[src/core/cfr_pkg.sv]
// constants, field layouts and carrier types of the fault response block
package cfr_pkg;

  // clock and derived cycle counts
  localparam int CLK_HZ          = 50_000_000;
  localparam int CAL_SHOW_S      = 2;
  localparam int CAL_SHOW_CYC    = CAL_SHOW_S * CLK_HZ;
  localparam int BLINK_MS        = 500;
  localparam int BLINK_CYC       = BLINK_MS * (CLK_HZ / 1000);
  localparam int LBA_TICK_MS     = 1;
  localparam int LBA_TICK_CYC    = LBA_TICK_MS * (CLK_HZ / 1000);
  localparam int MOTOR_STEP_MS   = 100;
  localparam int MOTOR_STEP_CYC  = MOTOR_STEP_MS * (CLK_HZ / 1000);
  localparam int CNT_W           = 27;

  // register byte offsets
  localparam logic [7:0] REG_CTRL   = 8'h00;
  localparam logic [7:0] REG_AUX    = 8'h04;
  localparam logic [7:0] REG_FLTMV  = 8'h08;
  localparam logic [7:0] REG_LBA    = 8'h0c;
  localparam logic [7:0] REG_STATUS = 8'h10;
  localparam logic [7:0] REG_MASK   = 8'h14;
  localparam logic [7:0] REG_STATE  = 8'h18;

  // reset values
  localparam logic [10:0] CTRL_RST  = 11'h040;
  localparam logic [3:0]  AUX_RST   = 4'h0;
  localparam logic [9:0]  FLTMV_RST = 10'h000;
  localparam logic [15:0] LBA_RST   = 16'h0000;
  localparam logic [6:0]  MASK_RST  = 7'h00;

  // manipulated value scale in 0.1 %
  localparam logic [9:0]  MV_ZERO   = 10'h000;
  localparam logic [9:0]  MV_FULL   = 10'h3e8;
  localparam logic [15:0] LBA_BAND  = 16'h0002;
  localparam logic signed [15:0] PV_LOW  = -16'sd1999;
  localparam logic signed [15:0] PV_HIGH = 16'sd9999;
  localparam int ALARM_N = 3;

  // error codes shown on the main display
  localparam logic [3:0] CODE_NONE           = 4'h0;
  localparam logic [3:0] CODE_INPUT          = 4'h1;
  localparam logic [3:0] CODE_MEMORY         = 4'h2;
  localparam logic [3:0] converter_fault_code = 4'h3;
  localparam logic [3:0] CODE_CAL            = 4'h4;

  // status bit positions
  localparam int ST_INPUT = 0;
  localparam int ST_MEM   = 1;
  localparam int ST_ADC   = 2;
  localparam int ST_RSP   = 3;
  localparam int ST_LBA   = 4;
  localparam int ST_MERR  = 5;
  localparam int ST_MDONE = 6;

  // auxiliary output assignment codes
  localparam logic [1:0] AUX_NONE = 2'h0;
  localparam logic [1:0] AUX_ERR1 = 2'h1;
  localparam logic [1:0] AUX_ERR2 = 2'h2;
  localparam logic [1:0] AUX_ERR3 = 2'h3;

  typedef enum logic [1:0] {
    MODE_STD = 2'h0, MODE_HEATCOOL = 2'h1, MODE_POSPROP = 2'h2, MODE_ONOFF = 2'h3
  } cfr_mode_t;

  typedef enum logic [3:0] {
    MOT_IDLE = 4'b0001, MOT_OPEN = 4'b0010, MOT_CLOSE = 4'b0100, MOT_CHECK = 4'b1000
  } cfr_mot_t;

  typedef struct packed {
    logic      motor_go;
    logic      at_reduced_sel;
    logic      at_req;
    logic      st_en;
    logic      run;
    logic      rsp_en;
    logic      cur_out;
    cfr_mode_t mode;
    logic [1:0] input_kind;
  } cfr_ctrl_t;

  typedef struct packed {
    logic sensor;
    logic mem;
    logic adc;
    logic cal_bad;
    logic rsp;
    logic rsp_broken;
    logic fb_ok;
  } cfr_pins_t;

  typedef struct packed {
    logic               show_code;
    logic [3:0]         err_code;
    logic [9:0]         mv_out;
    logic               mv_off;
    logic               cur_low;
    logic [ALARM_N-1:0] alarm;
    logic [1:0]         aux;
    logic               under;
    logic               over;
    logic               cal_show;
    logic               rsp_blink;
    logic               loop_break_alarm;
    logic               self_tuning;
    logic               auto_tuning;
    logic               reduced_swing_autotune;
    logic               limit_bypass;
    logic               ramp_bypass;
    logic               mot_open;
    logic               mot_close;
    logic               mot_err;
  } cfr_out_t;

  typedef struct packed {
    cfr_pins_t        s1;
    cfr_pins_t        s2;
    logic             mem_lat;
    logic             adc_lat;
    cfr_ctrl_t        ctrl;
    logic [3:0]       aux_sel;
    logic [9:0]       fault_mv;
    logic [15:0]      lba_time;
    logic [6:0]       status;
    logic [6:0]       mask;
    logic [CNT_W-1:0] blink_cnt;
    logic             blink;
    logic [CNT_W-1:0] cal_cnt;
    logic [15:0]      lba_tick;
    logic [15:0]      lba_cnt;
    logic [15:0]      lba_ref;
    logic             lba_hit;
    cfr_mot_t         mot;
    logic [CNT_W-1:0] mot_cnt;
    logic             mot_done;
    logic             mot_fail;
    logic             pready;
    logic             pslverr;
    logic [31:0]      prdata;
    logic             irq;
    cfr_out_t         out;
  } cfr_state_t;

endpackage

[src/core/cfr_fault_response.sv]
// fault detection, fault response, error outputs and tuning interlocks
`timescale 1ns/1ns

module cfr_fault_response #(
  parameter int CAL_SHOW_CYCLES   = cfr_pkg::CAL_SHOW_CYC,
  parameter int BLINK_CYCLES      = cfr_pkg::BLINK_CYC,
  parameter int LBA_TICK_CYCLES   = cfr_pkg::LBA_TICK_CYC,
  parameter int MOTOR_STEP_CYCLES = cfr_pkg::MOTOR_STEP_CYC
) (
  // clock and reset
  input  logic                       mclk,
  input  logic                       reset,
  // apb slave
  input  logic                       psel,
  input  logic                       penable,
  input  logic                       pwrite,
  input  logic [7:0]                 paddr,
  input  logic [31:0]                pwdata,
  output logic [31:0]                prdata,
  output logic                       pready,
  output logic                       pslverr,
  // fault pins, asynchronous
  input  cfr_pkg::cfr_pins_t         fault_pins,
  // control path, same clock
  input  logic signed [15:0]         process_value,
  input  logic [9:0]                 mv_calc,
  input  logic [cfr_pkg::ALARM_N-1:0] alarm_req,
  // responses
  output cfr_pkg::cfr_out_t          ctl,
  output logic                       irq
);
  import cfr_pkg::*;

  cfr_state_t s;
  cfr_state_t next_s;

  logic             sens;
  logic             hard;
  logic             temp_in;
  logic             cal_win;
  logic             rsp_err;
  logic             st_run;
  logic             at_run;
  logic             sat;
  logic             access;
  logic             wr;
  logic [31:0]      rdat;
  logic             rerr;
  logic [6:0]       ev;
  logic [6:0]       w1c;
  logic [1:0]       sel;

  function automatic logic [15:0] pv_dist(input logic signed [15:0] a,
                                          input logic signed [15:0] b);
    logic signed [15:0] d;
    d = a - b;
    pv_dist = d[15] ? 16'(-d) : 16'(d);
  endfunction

  function automatic logic aux_level(input logic [1:0] code, input logic e1,
                                     input logic e2, input logic e3);
    case (code)
      AUX_ERR1: aux_level = e1;
      AUX_ERR2: aux_level = e2;
      AUX_ERR3: aux_level = e3;
      default:  aux_level = 1'b0;
    endcase
  endfunction

  always_comb
  begin
    next_s = s;
    // fault pins are asynchronous: two flops before use
    next_s.s1 = fault_pins;
    next_s.s2 = s.s1;

    // latched until reset; a fault still present afterwards re-latches
    next_s.mem_lat = s.mem_lat | s.s2.mem;
    next_s.adc_lat = s.adc_lat | s.s2.adc;
    hard = s.mem_lat | s.adc_lat;
    sens = s.s2.sensor;
    temp_in = ~s.ctrl.input_kind[1];
    rsp_err = s.ctrl.rsp_en & s.s2.rsp;

    // display alternation timebase
    if (s.blink_cnt == CNT_W'(BLINK_CYCLES - 1))
    begin
      next_s.blink_cnt = '0;
      next_s.blink = ~s.blink;
    end
    else
    begin
      next_s.blink_cnt = s.blink_cnt + 1'b1;
    end

    // power-on window for the calibration indication
    cal_win = s.cal_cnt != CNT_W'(CAL_SHOW_CYCLES);
    if (cal_win)
    begin
      next_s.cal_cnt = s.cal_cnt + 1'b1;
    end

    // loop break: output saturated while the process value stays put
    sat = (mv_calc == MV_ZERO) | (mv_calc >= MV_FULL);
    if (s.lba_tick == 16'(LBA_TICK_CYCLES - 1))
    begin
      next_s.lba_tick = '0;
      if (!sat || s.lba_time == '0 || !s.ctrl.run ||
          pv_dist(process_value, s.lba_ref) >= LBA_BAND)
      begin
        next_s.lba_cnt = '0;
        next_s.lba_ref = process_value;
        next_s.lba_hit = 1'b0;
      end
      else if (s.lba_cnt >= s.lba_time)
      begin
        next_s.lba_hit = 1'b1;
      end
      else
      begin
        next_s.lba_cnt = s.lba_cnt + 1'b1;
      end
    end
    else
    begin
      next_s.lba_tick = s.lba_tick + 1'b1;
    end

    // motor calibration sequence
    next_s.mot_done = 1'b0;
    case (s.mot)
      MOT_IDLE:
      begin
        next_s.mot_cnt = '0;
        if (s.ctrl.motor_go)
        begin
          next_s.mot_fail = 1'b0;
          next_s.mot = MOT_OPEN;
        end
      end
      MOT_OPEN:
      begin
        next_s.mot_cnt = s.mot_cnt + 1'b1;
        if (s.mot_cnt == CNT_W'(MOTOR_STEP_CYCLES - 1))
        begin
          next_s.mot_cnt = '0;
          next_s.mot = MOT_CLOSE;
        end
      end
      MOT_CLOSE:
      begin
        next_s.mot_cnt = s.mot_cnt + 1'b1;
        if (s.mot_cnt == CNT_W'(MOTOR_STEP_CYCLES - 1))
        begin
          next_s.mot_cnt = '0;
          next_s.mot = MOT_CHECK;
        end
      end
      MOT_CHECK:
      begin
        next_s.mot_fail = ~s.s2.fb_ok;
        next_s.mot_done = 1'b1;
        next_s.mot = MOT_IDLE;
      end
      default:
      begin
        next_s.mot = MOT_IDLE;
      end
    endcase

    // tuning interlocks
    st_run = s.ctrl.st_en & s.ctrl.run & ~s.ctrl.input_kind[1] &
             (s.ctrl.mode == MODE_STD);
    at_run = s.ctrl.at_req & s.ctrl.run & ~st_run &
             (s.ctrl.mode != MODE_ONOFF);

    // registered outputs
    next_s.out.self_tuning = st_run;
    next_s.out.auto_tuning = at_run;
    next_s.out.reduced_swing_autotune = at_run &
      (s.ctrl.at_reduced_sel | (s.ctrl.mode == MODE_HEATCOOL) |
       (s.ctrl.mode == MODE_POSPROP));
    next_s.out.limit_bypass = (s.ctrl.mode == MODE_ONOFF) | ~s.ctrl.run |
                              st_run;
    next_s.out.ramp_bypass = st_run;

    if (s.mem_lat)
      next_s.out.err_code = CODE_MEMORY;
    else if (s.adc_lat)
      next_s.out.err_code = converter_fault_code;
    else if (sens)
      next_s.out.err_code = CODE_INPUT;
    else if (s.s2.cal_bad && temp_in && cal_win)
      next_s.out.err_code = CODE_CAL;
    else
      next_s.out.err_code = CODE_NONE;
    next_s.out.cal_show = s.s2.cal_bad & temp_in & cal_win;
    next_s.out.show_code = (next_s.out.err_code != CODE_NONE) & s.blink;

    // calibration fault forces nothing: normal path stays in effect
    if (hard)
    begin
      next_s.out.mv_out = MV_ZERO;
      next_s.out.mv_off = 1'b1;
      next_s.out.cur_low = s.ctrl.cur_out;
      next_s.out.alarm = '0;
    end
    else if (sens)
    begin
      next_s.out.mv_out = s.fault_mv;
      next_s.out.mv_off = 1'b0;
      next_s.out.cur_low = 1'b0;
      next_s.out.alarm = '1;
    end
    else
    begin
      next_s.out.mv_out = mv_calc;
      next_s.out.mv_off = 1'b0;
      next_s.out.cur_low = 1'b0;
      next_s.out.alarm = alarm_req;
    end

    next_s.out.under = process_value < PV_LOW;
    next_s.out.over = process_value > PV_HIGH;
    next_s.out.rsp_blink = s.ctrl.rsp_en & s.s2.rsp_broken & s.blink;
    next_s.out.loop_break_alarm = s.lba_hit;
    next_s.out.mot_open = s.mot == MOT_OPEN;
    next_s.out.mot_close = s.mot == MOT_CLOSE;
    next_s.out.mot_err = s.mot_fail;
    for (int i = 0; i < 2; i++)
    begin
      sel = s.aux_sel[2*i +: 2];
      next_s.out.aux[i] = aux_level(sel, sens, s.adc_lat, rsp_err);
    end

    // apb: one wait state, pready from a flop
    access = psel & penable;
    wr = access & s.pready & pwrite;
    next_s.pready = access & ~s.pready;
    rerr = 1'b0;
    case (paddr)
      REG_CTRL:   rdat = 32'(s.ctrl);
      REG_AUX:    rdat = 32'(s.aux_sel);
      REG_FLTMV:  rdat = 32'(s.fault_mv);
      REG_LBA:    rdat = 32'(s.lba_time);
      REG_STATUS: rdat = 32'(s.status);
      REG_MASK:   rdat = 32'(s.mask);
      REG_STATE:  rdat = 32'({s.mot, s.lba_hit, cal_win, s.adc_lat, s.mem_lat, sens});
      default:
      begin
        rdat = '0;
        rerr = 1'b1;
      end
    endcase
    if (access && !s.pready)
    begin
      next_s.prdata = pwrite ? 32'h0000_0000 : rdat;
      next_s.pslverr = rerr;
    end
    else
    begin
      next_s.prdata = '0;
      next_s.pslverr = 1'b0;
    end

    // motor start is a one-shot
    next_s.ctrl.motor_go = 1'b0;
    w1c = '0;
    if (wr)
    begin
      case (paddr)
        REG_CTRL:   next_s.ctrl = cfr_ctrl_t'(pwdata[10:0]);
        REG_AUX:    next_s.aux_sel = pwdata[3:0];
        REG_FLTMV:  next_s.fault_mv = pwdata[9:0];
        REG_LBA:    next_s.lba_time = pwdata[15:0];
        REG_STATUS: w1c = pwdata[6:0];
        REG_MASK:   next_s.mask = pwdata[6:0];
        default:    w1c = '0;
      endcase
    end

    // sticky events: a set in the clearing cycle survives
    ev = '0;
    ev[ST_INPUT] = sens;
    ev[ST_MEM] = s.mem_lat;
    ev[ST_ADC] = s.adc_lat;
    ev[ST_RSP] = rsp_err;
    ev[ST_LBA] = s.lba_hit;
    ev[ST_MERR] = s.mot_done & s.mot_fail;
    ev[ST_MDONE] = s.mot_done;
    next_s.status = (s.status & ~w1c) | ev;
    next_s.irq = |(next_s.status & next_s.mask);
  end

  always_ff @(posedge mclk)
  begin
    if (reset)
    begin
      s <= '0;
      s.ctrl <= cfr_ctrl_t'(CTRL_RST);
      s.aux_sel <= AUX_RST;
      s.fault_mv <= FLTMV_RST;
      s.lba_time <= LBA_RST;
      s.mask <= MASK_RST;
      s.mot <= MOT_IDLE;
    end
    else
    begin
      s <= next_s;
    end
  end

  assign ctl = s.out;
  assign irq = s.irq;
  assign prdata = s.prdata;
  assign pready = s.pready;
  assign pslverr = s.pslverr;

endmodule // cfr_fault_response

[config.mk]
export PLATFORM = sky130hd
export DESIGN_NAME = cfr_fault_response
export DESIGN_NICKNAME = d
export VERILOG_FILES = /design/src/core/cfr_pkg.sv /design/src/core/cfr_fault_response.sv
export SDC_FILE = /design/constraint.sdc
export NUM_CORES = 1
export LEC_CHECK = 0
export BUFFER_PORTS_ARGS = -buffer_cell sky130_fd_sc_hd__buf_2
export CAP_MARGIN = 20
export CORE_ASPECT_RATIO = 0.7
export CORE_MARGIN = 4
export CORE_UTILIZATION = 36
export CTS_BUF_LIST = sky130_fd_sc_hd__clkbuf_8
export DETAILED_ROUTE_END_ITERATION = 16
export HOLD_SLACK_MARGIN = 0.03
export SYNTH_ARGS = -nofsm -noshare
export SYNTH_HDL_FRONTEND = slang
export SYNTH_SLANG_ARGS = --single-unit
export TNS_END_PERCENT = 20
[constraint.sdc]
create_clock -name mclk -period 5.48 [get_ports mclk]
set_clock_uncertainty 0.2 [all_clocks]
set_input_delay 1.096 -clock mclk [delete_from_list [all_inputs] [get_ports mclk]]
set_output_delay 1.096 -clock mclk [all_outputs]
set_load 0.005 [all_outputs]
== Word level (Yosys, flattened, before mapping) ==
Cells that the tools add are included.

* Logic and storage cells: 204
* Output and inout bits: 70
* Register bits: 277

* Muxes and demuxes: 27
* Add/sub/neg operators: 7
* Reductions and logical operators: 34
* Eq/ne operators: 28
* $lt $le $gt $ge: 5
* Bitwise gates (word level): 39

{| class="wikitable"
|+ Operator list
! kind !! number
|-
| 16-bit case mux with 7 select lines || 1
|-
| 27-bit by 1-bit adder with 27-bit output, second input constant || 3
|-
| 27-bit case mux with 3 select lines || 1
|-
| 31-bit 2-to-1 mux || 2
|-
| 16-bit 2-to-1 mux || 3
|-
| 16-bit by 1-bit adder with 16-bit output, second input constant || 2
|-
| 7-bit 2-to-1 mux || 4
|-
| 27-bit by 23-bit == test with 1-bit output, second input constant || 1
|-
| 27-bit by 25-bit == test with 1-bit output, second input constant || 1
|-
| 27-bit inequality test, second input constant || 1
|-
| 8-bit by 5-bit == test with 1-bit output, second input constant || 3
|-
| 1-bit bitwise AND || 18
|-
| 16-bit == test, second input constant || 1
|-
| 8-bit by 4-bit == test with 1-bit output, second input constant || 2
|-
| 16-bit greater-or-equal comparator || 1
|-
| 16-bit by 2-bit greater-or-equal comparator with 1-bit output, second input constant || 1
|-
| 16-bit by 15-bit > comparator with 1-bit output, second input constant || 1
|-
| 16-bit logical NOT || 1
|-
| 16-bit by 12-bit less-than comparator with 1-bit output, second input constant || 1
|-
| 16-bit negation || 1
|-
| 2-bit AND reduction || 8
|-
| 16-bit subtractor || 1
|-
| 15-bit 2-to-1 mux || 1
|-
| 7-bit bitwise AND || 2
|-
| 34 further kinds || 79
|}

== Depth between registers and ports, before layout ==
Gate-level depths: netlist (run 1).

* Depth after elaboration: 9
* Gate-level depth with buffers: 17

== Least setup slack after synthesis (run 1) ==
No wires, ideal clock.

* Path type: input to register
* From: input process_value[0]
* To: register s, in the netlist ev[4]
* Slack: 718 ps
* Required time: 5217 ps
* Arrival time: 4498 ps
* Stages on the path: 16
* Cells stage by stage: inv_1 ha_1 inv_1 fa_1 xnor2_1 nand3_1 mux2_2 a2111oi_4 nand4b_1 or3_1 a311oi_2 a41oi_2 or2_1 buf_2 buf_6 nor2_2

* Longest elaborated chain between the ends: 7
* Elaborated cells between the ends (all ways): 8

{| class="wikitable"
|+ Ends and longest elaborated chain
! item !! RTL line !! source
|-
| start: declaration || cfr_fault_response.sv:25 || <nowiki>input logic signed [15:0] process_value,</nowiki>
|-
| 16-bit subtractor (*) || cfr_fault_response.sv:56 || <nowiki>d = a - b;</nowiki>
|-
| 16-bit negation || cfr_fault_response.sv:57 || <nowiki>pv_dist = d[15] ? 16'(-d) : 16'(d);</nowiki>
|-
| 16-bit 2-to-1 mux (*) || cfr_fault_response.sv:57 ||
|-
| 16-bit by 2-bit greater-or-equal comparator with 1-bit output (*) || cfr_fault_response.sv:109 || <nowiki>pv_dist(process_value, s.lba_ref) >= LBA_BAND)</nowiki>
|-
| 1-bit logical OR (*) || cfr_fault_response.sv:108 || <nowiki>if (!sat || s.lba_time == '0 || !s.ctrl.run ||</nowiki>
|-
| 2-bit nonzero test (no source line) || n/a ||
|-
| 2-bit AND reduction (no source line) || n/a ||
|-
| end signal: assignment || cfr_fault_response.sv:309 || <nowiki>s <= next_s;</nowiki>
|-
| end: declaration || cfr_fault_response.sv:34 || <nowiki>cfr_state_t s;</nowiki>
|}

Every way passes the cells marked *; elsewhere a longest branch is shown, timed or not.
A chain may end at the register's enable or synchronous reset.

== Final worst setup path (run 1) ==
* From: input process_value[0]
* To: register s[123] in the netlist's numbering

* Longest elaborated chain between the ends: 7
* Elaborated cells between the ends (all ways): 8

{| class="wikitable"
|+ Ends and longest elaborated chain
! item !! RTL line
|-
| 16-bit subtractor (*) || cfr_fault_response.sv:56
|-
| 16-bit negation || cfr_fault_response.sv:57
|-
| 16-bit 2-to-1 mux (*) || cfr_fault_response.sv:57
|-
| 16-bit by 2-bit greater-or-equal comparator with 1-bit output (*) || cfr_fault_response.sv:109
|-
| 1-bit logical OR (*) || cfr_fault_response.sv:108
|-
| 2-bit inequality test (no source line) || n/a
|-
| 2-bit AND reduction (no source line) || n/a
|}

Marked as above.

==> flow_summary.toml, run 1 <==
[detailed_routing]
drc = 0
routedWlPerCell_um = 16.3
via_count = 10808
drtIter0Drc = 796
viasPerCell = 5.21
drtAntennaViolNets = 0
wl_um = 33800
dr.pass1.iters = 6

[synthesis]
yosys_most_used_dff = "dfxtp_1"
synth_edf_count = 0
netlist_instances = 1523
netlist_top_cells_area = "dfxtp_1 40%, nor2_1 5.4%, buf_4 3.9%, ha_1 3.7%, nand2_1 3.5%"
yosysSeqAreaShare = 0.404
synth_warnings = 0
synth_top_family_by_area = "simple AND/OR/NAND/NOR gates"
synthSimpleGateAreaFrac = 0.244
synth.ff_latch_count = 260
ys_async_sr_fraction = 0
synth.top_cell.area_share = 0.404
synth_top_area_cell = "dfxtp_1"
synth_xor_area_frac = 0.0557
synth_mux_area_frac = 0.0432
synth.distinct_cells = 77
synth_compound_area_frac = 0.139
syn_area_um2 = 12900
synth_fa_ha_area_frac = 0.0384
avgSynthCellArea_um2 = 8.46

[floorplanning]
start_util = 0.368
die_h_um = 166
rows = 57
die_w_um = 234
coreArea_um2 = 35000
io-pin-count = 151
dieArea_um2 = 38900

[timing]
max_clock_freq_mhz = 210
slew_violations = 0
tightest_slew_ns = 1.06
setup_tns_ns = 0
slew_headroom = 0.289
setup_viol = 0
layout_min_cycle_time_ns = 4.76
worst_slack_ns = 0.719
fin_crit_sh = 0.869
grt_setup_unrepaired = "false"
hold_viol_final = 0
whs_ns = 0.235

[setup_path]
worstRegToRegCells = 13
cp-end-kind = "flip-flop"
crit_arrival_ns = 5.06
crit_type = "input pin to flip-flop"
worstPathMaxFanout = 15
worstPathRequired_ns = 5.78
setup.worst_path.start = "process_value[0]"
r2r-start = "s[104]$_SDFFE_PP0P_"
crit_path_start_kind = "input pin"

[grt]
grt_max_degree = 131
antenna_found_initial = 0
grt-ovfl-total = 0
track_usage = 0.168
grt_pass1_vias = 10082
grt_pass1_wl_um = 53900

[min_path]
whs_path_depth = 1
min_from = "next_s[266]$_SDFF_PP0_"
hold_path.class = "flip-flop to flip-flop"

[layout]
final_cell_mix = "260 x dfxtp_1, 186 x nor2_1, 121 x nand2_1, 116 x buf_2, 90 x a21oi_1"
syn2layout_area_growth_pct = 10.5
final_common_cell = "dfxtp_1"
seq_area_um2 = 5200
utilization = 0.407
n_antenna_cell = 0
multi_input_area_um2 = 6790
drive_gt1_frac = 0.141
fillerInstances = 3530
nNetsFinal = 1696

[placed_design]
dp_hpwl_um = 24500
gp_congestion = 0.860
port_buffers = 117
dp_slack_ns = 0.194

[clock_network]
cts_resized = 0
clock-sinks = 260
tritoncts = "built"
cts_max_level = 2
path_clk_slew_ns = 0.06
clockBufferDepth = 3
postCtsSetupBuffers = 0
cts_hold_buf = 0
cts_root_buf = "clkbuf_8"
cts_buffers = 43
worstSkewPairLatency_ns = 0.58

[run]
max_cap_violations = 0

[power_and_ir_drop]
ir_worst_vdd_mv = 0.141
p_leak_nw = 5.39
p_total_mw = 3.82
p_per_area_nw_per_um2 = 268

[run_status]
outcome = "finished, final reports clean"
flip-flops by register name, summed over array words and instances, names as in the netlist:
| name | count |
|---|---|
| sens | 1 |
| next_s | 8 |
| irq | 1 |
| s | 195 |
| ctl | 33 |
| prdata | 16 |
| pready | 1 |
| ev | 4 |
| pslverr | 1 |
per-layer routing:
metal	wire [µm]	global-route usage	vias to the layer above
li1	-	-	5381
met3	2600	0.0365	44
met5	0	0	-
met4	483	0.0356	0
met1	17100	0.260	5073
met2	13700	0.236	310
Yosys cell counts (4+ instances only):
library cell and instances:
a22oi_1 12, xor2_1 43, nand3b_1 23, or4_1 9, nand4b_1 7, inv_1 57
or3_1 17, nor4_1 23, a211oi_1 10, o22ai_1 7, ha_1 38, nor3_1 28
and2_1 13, nor2_1 186, o21a_1 6, o21ai_0 46, mux2i_1 41, buf_1 6
and4_1 4, o211ai_1 4, a311oi_1 14, mux2_2 9, nor2b_1 29, dfxtp_1 260
clkbuf_1 56, nand2b_1 9, nor3b_1 4, nor4b_1 6, a31oi_1 13, xnor2_1 39
nand2_1 121, a21oi_1 90, buf_4 67, nand4_1 23, nor2_2 10, or2_2 4
nand3_1 67, o31ai_1 17, and3_1 34, a21o_1 17
report_power, final:
group	internal [mW]	switching, mW
Sequential	1.91	0.0160
Combinational	0.0894	0.159
Clock	0.833	0.810
worst max-delay path: stages:
cell and delay (ns):
buf_2 0.11, inv_1 0.05, ha_1 0.17, inv_1 0.06, fa_1 0.41, xnor2_1 0.44
nand3b_1 0.13, mux2_2 0.34, a2111oi_4 0.36, nand4b_1 0.23, or3_1 0.39, a311oi_2 0.34
a41oi_2 0.19, or2_1 0.53, a21oi_1 0.22
final timing paths:
path              slack [ns]             endpoint
hold reg to reg         0.24    s[266]$_SDFF_PP0_
setup / recovery        0.72  s[123]$_SDFFE_PP0P_
hold / removal          0.24    s[266]$_SDFF_PP0_
setup reg to reg        1.08  s[123]$_SDFFE_PP0P_
final cells by class:
cell class,count,area share
clock buffer,50,0.0483
clock inverter,23,0.00782
inverter,57,0.0150
multi-input combinational,1089,0.476
sequential,260,0.365
tap,472,0.0414
timing repair buffer,125,0.0457
kinds of logic after synthesis:
group / Yosys count
simple gates: 627
compound gates: 272
flops: 260
buf+inv: 190
xor+xnor: 82
mux: 52
fa+ha+maj: 39
other cells: 1
per-stage QoR:
| stage | instances | instance area, µm² |
|---|---|---|
| 2_1_floorplan | 1539 | 13000 |
| 6_report | 2076 | 14200 |
| 3_5_place_dp | 2003 | 13400 |
| 4_1_cts | 2076 | 14200 |
| 3_3_place_gp | 2003 | 13400 |
| 5_1_grt | 2076 | 14200 |
Power figures use the tool's default switching activity.
==> run 2, diff against run 1 <==
--- a/config.mk
+++ b/config.mk
@@ -5,8 +5,9 @@
 export SDC_FILE = /design/constraint.sdc
 export NUM_CORES = 1
 export LEC_CHECK = 0
+export ABC_AREA = 1
 export BUFFER_PORTS_ARGS = -buffer_cell sky130_fd_sc_hd__buf_2
-export CAP_MARGIN = 20
+export CAP_MARGIN = 10
 export CORE_ASPECT_RATIO = 0.7
 export CORE_MARGIN = 4
 export CORE_UTILIZATION = 36
==> run 2 against run 1 <==
Final area rose by 5.2%. Worst setup slack improved by 0.52 ns. Maximum frequency rose by 12%. Critical path depth rose by 9. Hold slack got worse by 0.032 ns. Combinational power rose by 14%. Total power rose by 5.3%. Register-to-register slack improved by 0.55 ns. Global-route usage rose by 0.79 points. Critical endpoint is now s[133]$_SDFFE_PP0P_. Sequential cell count did not move. Die area rose by 4.2%. Clock-buffer cell count rose by 10.
==> flow_summary.toml, run 2 <==
[synthesis]
avgSynthCellArea_um2 = 6.97
synth_edf_count = 0
synth_most_common_cell = "nand2_1"
synth.distinct_cells = 55
synth.top_cell.area_share = 0.387
netlist_instances = 1931
synth.ff_latch_count = 260
synthTopCellsByCount = "370 x nand2_1, 280 x inv_1, 260 x dfxtp_1"
synth_top_area_cell = "dfxtp_1"
yosysSeqAreaShare = 0.387
yosys_most_used_dff = "dfxtp_1"
syn_area_um2 = 13500
synth_warnings = 0
netlist_top_cells_area = "dfxtp_1 39%, nand2_1 10%, inv_1 7.8%, nor2_1 6.0%, a21oi_1 5.4%"
ys_async_sr_fraction = 0

[clock_network]
cts_resized = 0
path_clk_slew_ns = 0.06
clock-sinks = 260
clockBufferDepth = 3
cts_buffers = 45
cts_root_buf = "clkbuf_8"
cts_max_level = 2
cts_hold_buf = 0
postCtsSetupBuffers = 0
worstSkewPairLatency_ns = 0.57
tritoncts = "built"

[placed_design]
gp_congestion = 0.877
dp_hpwl_um = 27000
placed_cell_area_um2 = 14100
port_buffers = 117
dp_slack_ns = 0.663

[detailed_routing]
viasPerCell = 4.99
dr.pass1.iters = 5
drtIter0Drc = 861
via_count = 12574
drtAntennaViolNets = 0
wl_um = 36600
routedWlPerCell_um = 14.5
drc = 0

[layout]
largest_register_ffs = 195
nNetsFinal = 2130
fillerInstances = 3819
final_cell_mix = "370 x nand2_1, 291 x inv_1, 260 x dfxtp_1, 214 x nor2_1, 145 x a21oi_1"
final_common_cell = "nand2_1"
drive_gt1_frac = 0.120
design_area_um2 = 15000
n_antenna_cell = 0
syn2layout_area_growth_pct = 11.4
utilization = 0.412
top_register = "s"

[grt]
grt_pass1_wl_um = 59100
track_usage = 0.176
grt_pass1_vias = 11557
grt-ovfl-total = 0
grt.busiest_layer = "met1"
grt_max_degree = 76
met2_usage = 0.258
met1_usage = 0.265
grt_use_met3 = 0.0317
antenna_found_initial = 1

[floorplanning]
dieArea_um2 = 40600
rows = 58
die_h_um = 170
io-pin-count = 151
start_util = 0.369
die_w_um = 239
coreArea_um2 = 36400

[timing]
hold_viol_final = 0
slew_headroom = 0.224
setup_viol = 0
setup_tns_ns = 0
tightest_slew_ns = 1.16
grt_setup_unrepaired = "false"
fin_crit_sh = 0.775
layout_min_cycle_time_ns = 4.24
worst_slack_ns = 1.24
slew_violations = 0
max_clock_freq_mhz = 236

[min_path]
hold_path.class = "flip-flop to flip-flop"

[setup_path]
slowest_stage = "fa_1"
worstPathMaxFanout = 21
critical_path.top_delay_family = "simple AND/OR/NAND/NOR gates"
worstPathRequired_ns = 5.77
slowest_delay_ns = 0.43
path_cells = "buf_2 > inv_1 > ha_1 > inv_1 > fa_1 > inv_1 > ha_1 > a21boi_1 > nand3_1 > nor2_2 > nand2_2 > nor2_4 > nand2_2 > nand2_2 > nand2_1 > nand2_1 > nand3_1 > nor2_1 > nand3_2 > nand2_4 > nand2_2 > nand2_1 > nand2_1 > a21oi_2"
path_buf_inv = 4
crit_path_start_kind = "input pin"
crit_arrival_ns = 4.54
crit_type = "input pin to flip-flop"
cp-end-kind = "flip-flop"

[run_status]
outcome = "finished, final reports clean"

[power_and_ir_drop]
p_per_area_nw_per_um2 = 268
p_leak_nw = 6.29
ir_worst_vdd_mv = 0.173

[run]
max_cap_violations = 0
==> run 2: changes by cell type in the layout (fill, tap and decap cells not counted), moves of 24 or more <==
cell	delta
nand2_1	+249
inv_1	+224
a21oi_1	+55
o21ai_0	+49
nand3_1	+45
mux2i_1	-41
nor3_1	+39
xnor2_1	-36
and3_1	-30
nor2b_1	-29
nor2_1	+28
xor2_1	-24
==> run 2: layer usage <==
metal / share of wire / vias up
li1: - / 6393
met3: 0.074 / 62
met1: 0.50 / 5693
met2: 0.40 / 426
met4: 0.021 / 0
met5: 0 / -
==> run 2: area by class of cell <==
type,instances,area [µm²],share of cell area
clock buffer,60,826,0.0551
clock inverter,17,96.3,0.00643
timing repair buffer,123,633,0.0422
tap,480,601,0.0401
sequential,260,5200,0.347
multi-input combinational,1287,6530,0.436
inverter,293,1100,0.0733
==> run 2: worst paths after layout <==
check                          from                  end  cells after the start  slack, ns
max                process_value[0]  s[133]$_SDFFE_PP0P_                     24       1.24
min          next_s[265]$_SDFF_PP0_    s[265]$_SDFF_PP0_                      2       0.20
max reg2reg     s[104]$_SDFFE_PP0P_  s[133]$_SDFFE_PP0P_                     22       1.63
min reg2reg  next_s[265]$_SDFF_PP0_    s[265]$_SDFF_PP0_                      2       0.20
==> run 2: kinds of logic after synthesis <==
logic type,after synthesis,share of synthesized area
AO/OA/AOI/OAI,328,0.141
XOR/XNOR,22,0.0143
adder cells (fa/ha/maj),39,0.0368
buffers and inverters,400,0.132
flip-flops,260,0.387
other,1,0.000279
AND/OR/NAND/NOR,881,0.288
==> run 2: through the flow <==
stage | power [mW] | cells | hold WS (ns)
3_5_place_dp | 2.25 | 2443 | 0.203
2_1_floorplan | 2.17 | 1947 | 0.188
4_1_cts | 4.09 | 2520 | 0.207
3_3_place_gp | 2.24 | 2443 | 0.204
5_1_grt | 4.23 | 2520 | 0.226
6_report | 4.02 | 2520 | 0.204
==> run 2: worst reg2reg max path, delay by kind of cell (launching register included) <==
kind	cells	cell delay, ns
simple gates	15	1.96
compound gates	2	0.31
flops	1	0.31
fa+ha+maj	3	0.77
buf+inv	2	0.25
==> run 2: report_power, final <==
part           total [mW]  leakage [nW]  internal [mW]  switching, mW
registers            1.92          2.10           1.91         0.0118
clock network        1.82         0.524           1.02          0.799
logic               0.283          3.66         0.0907          0.192
total                4.02          6.29           3.02           1.00
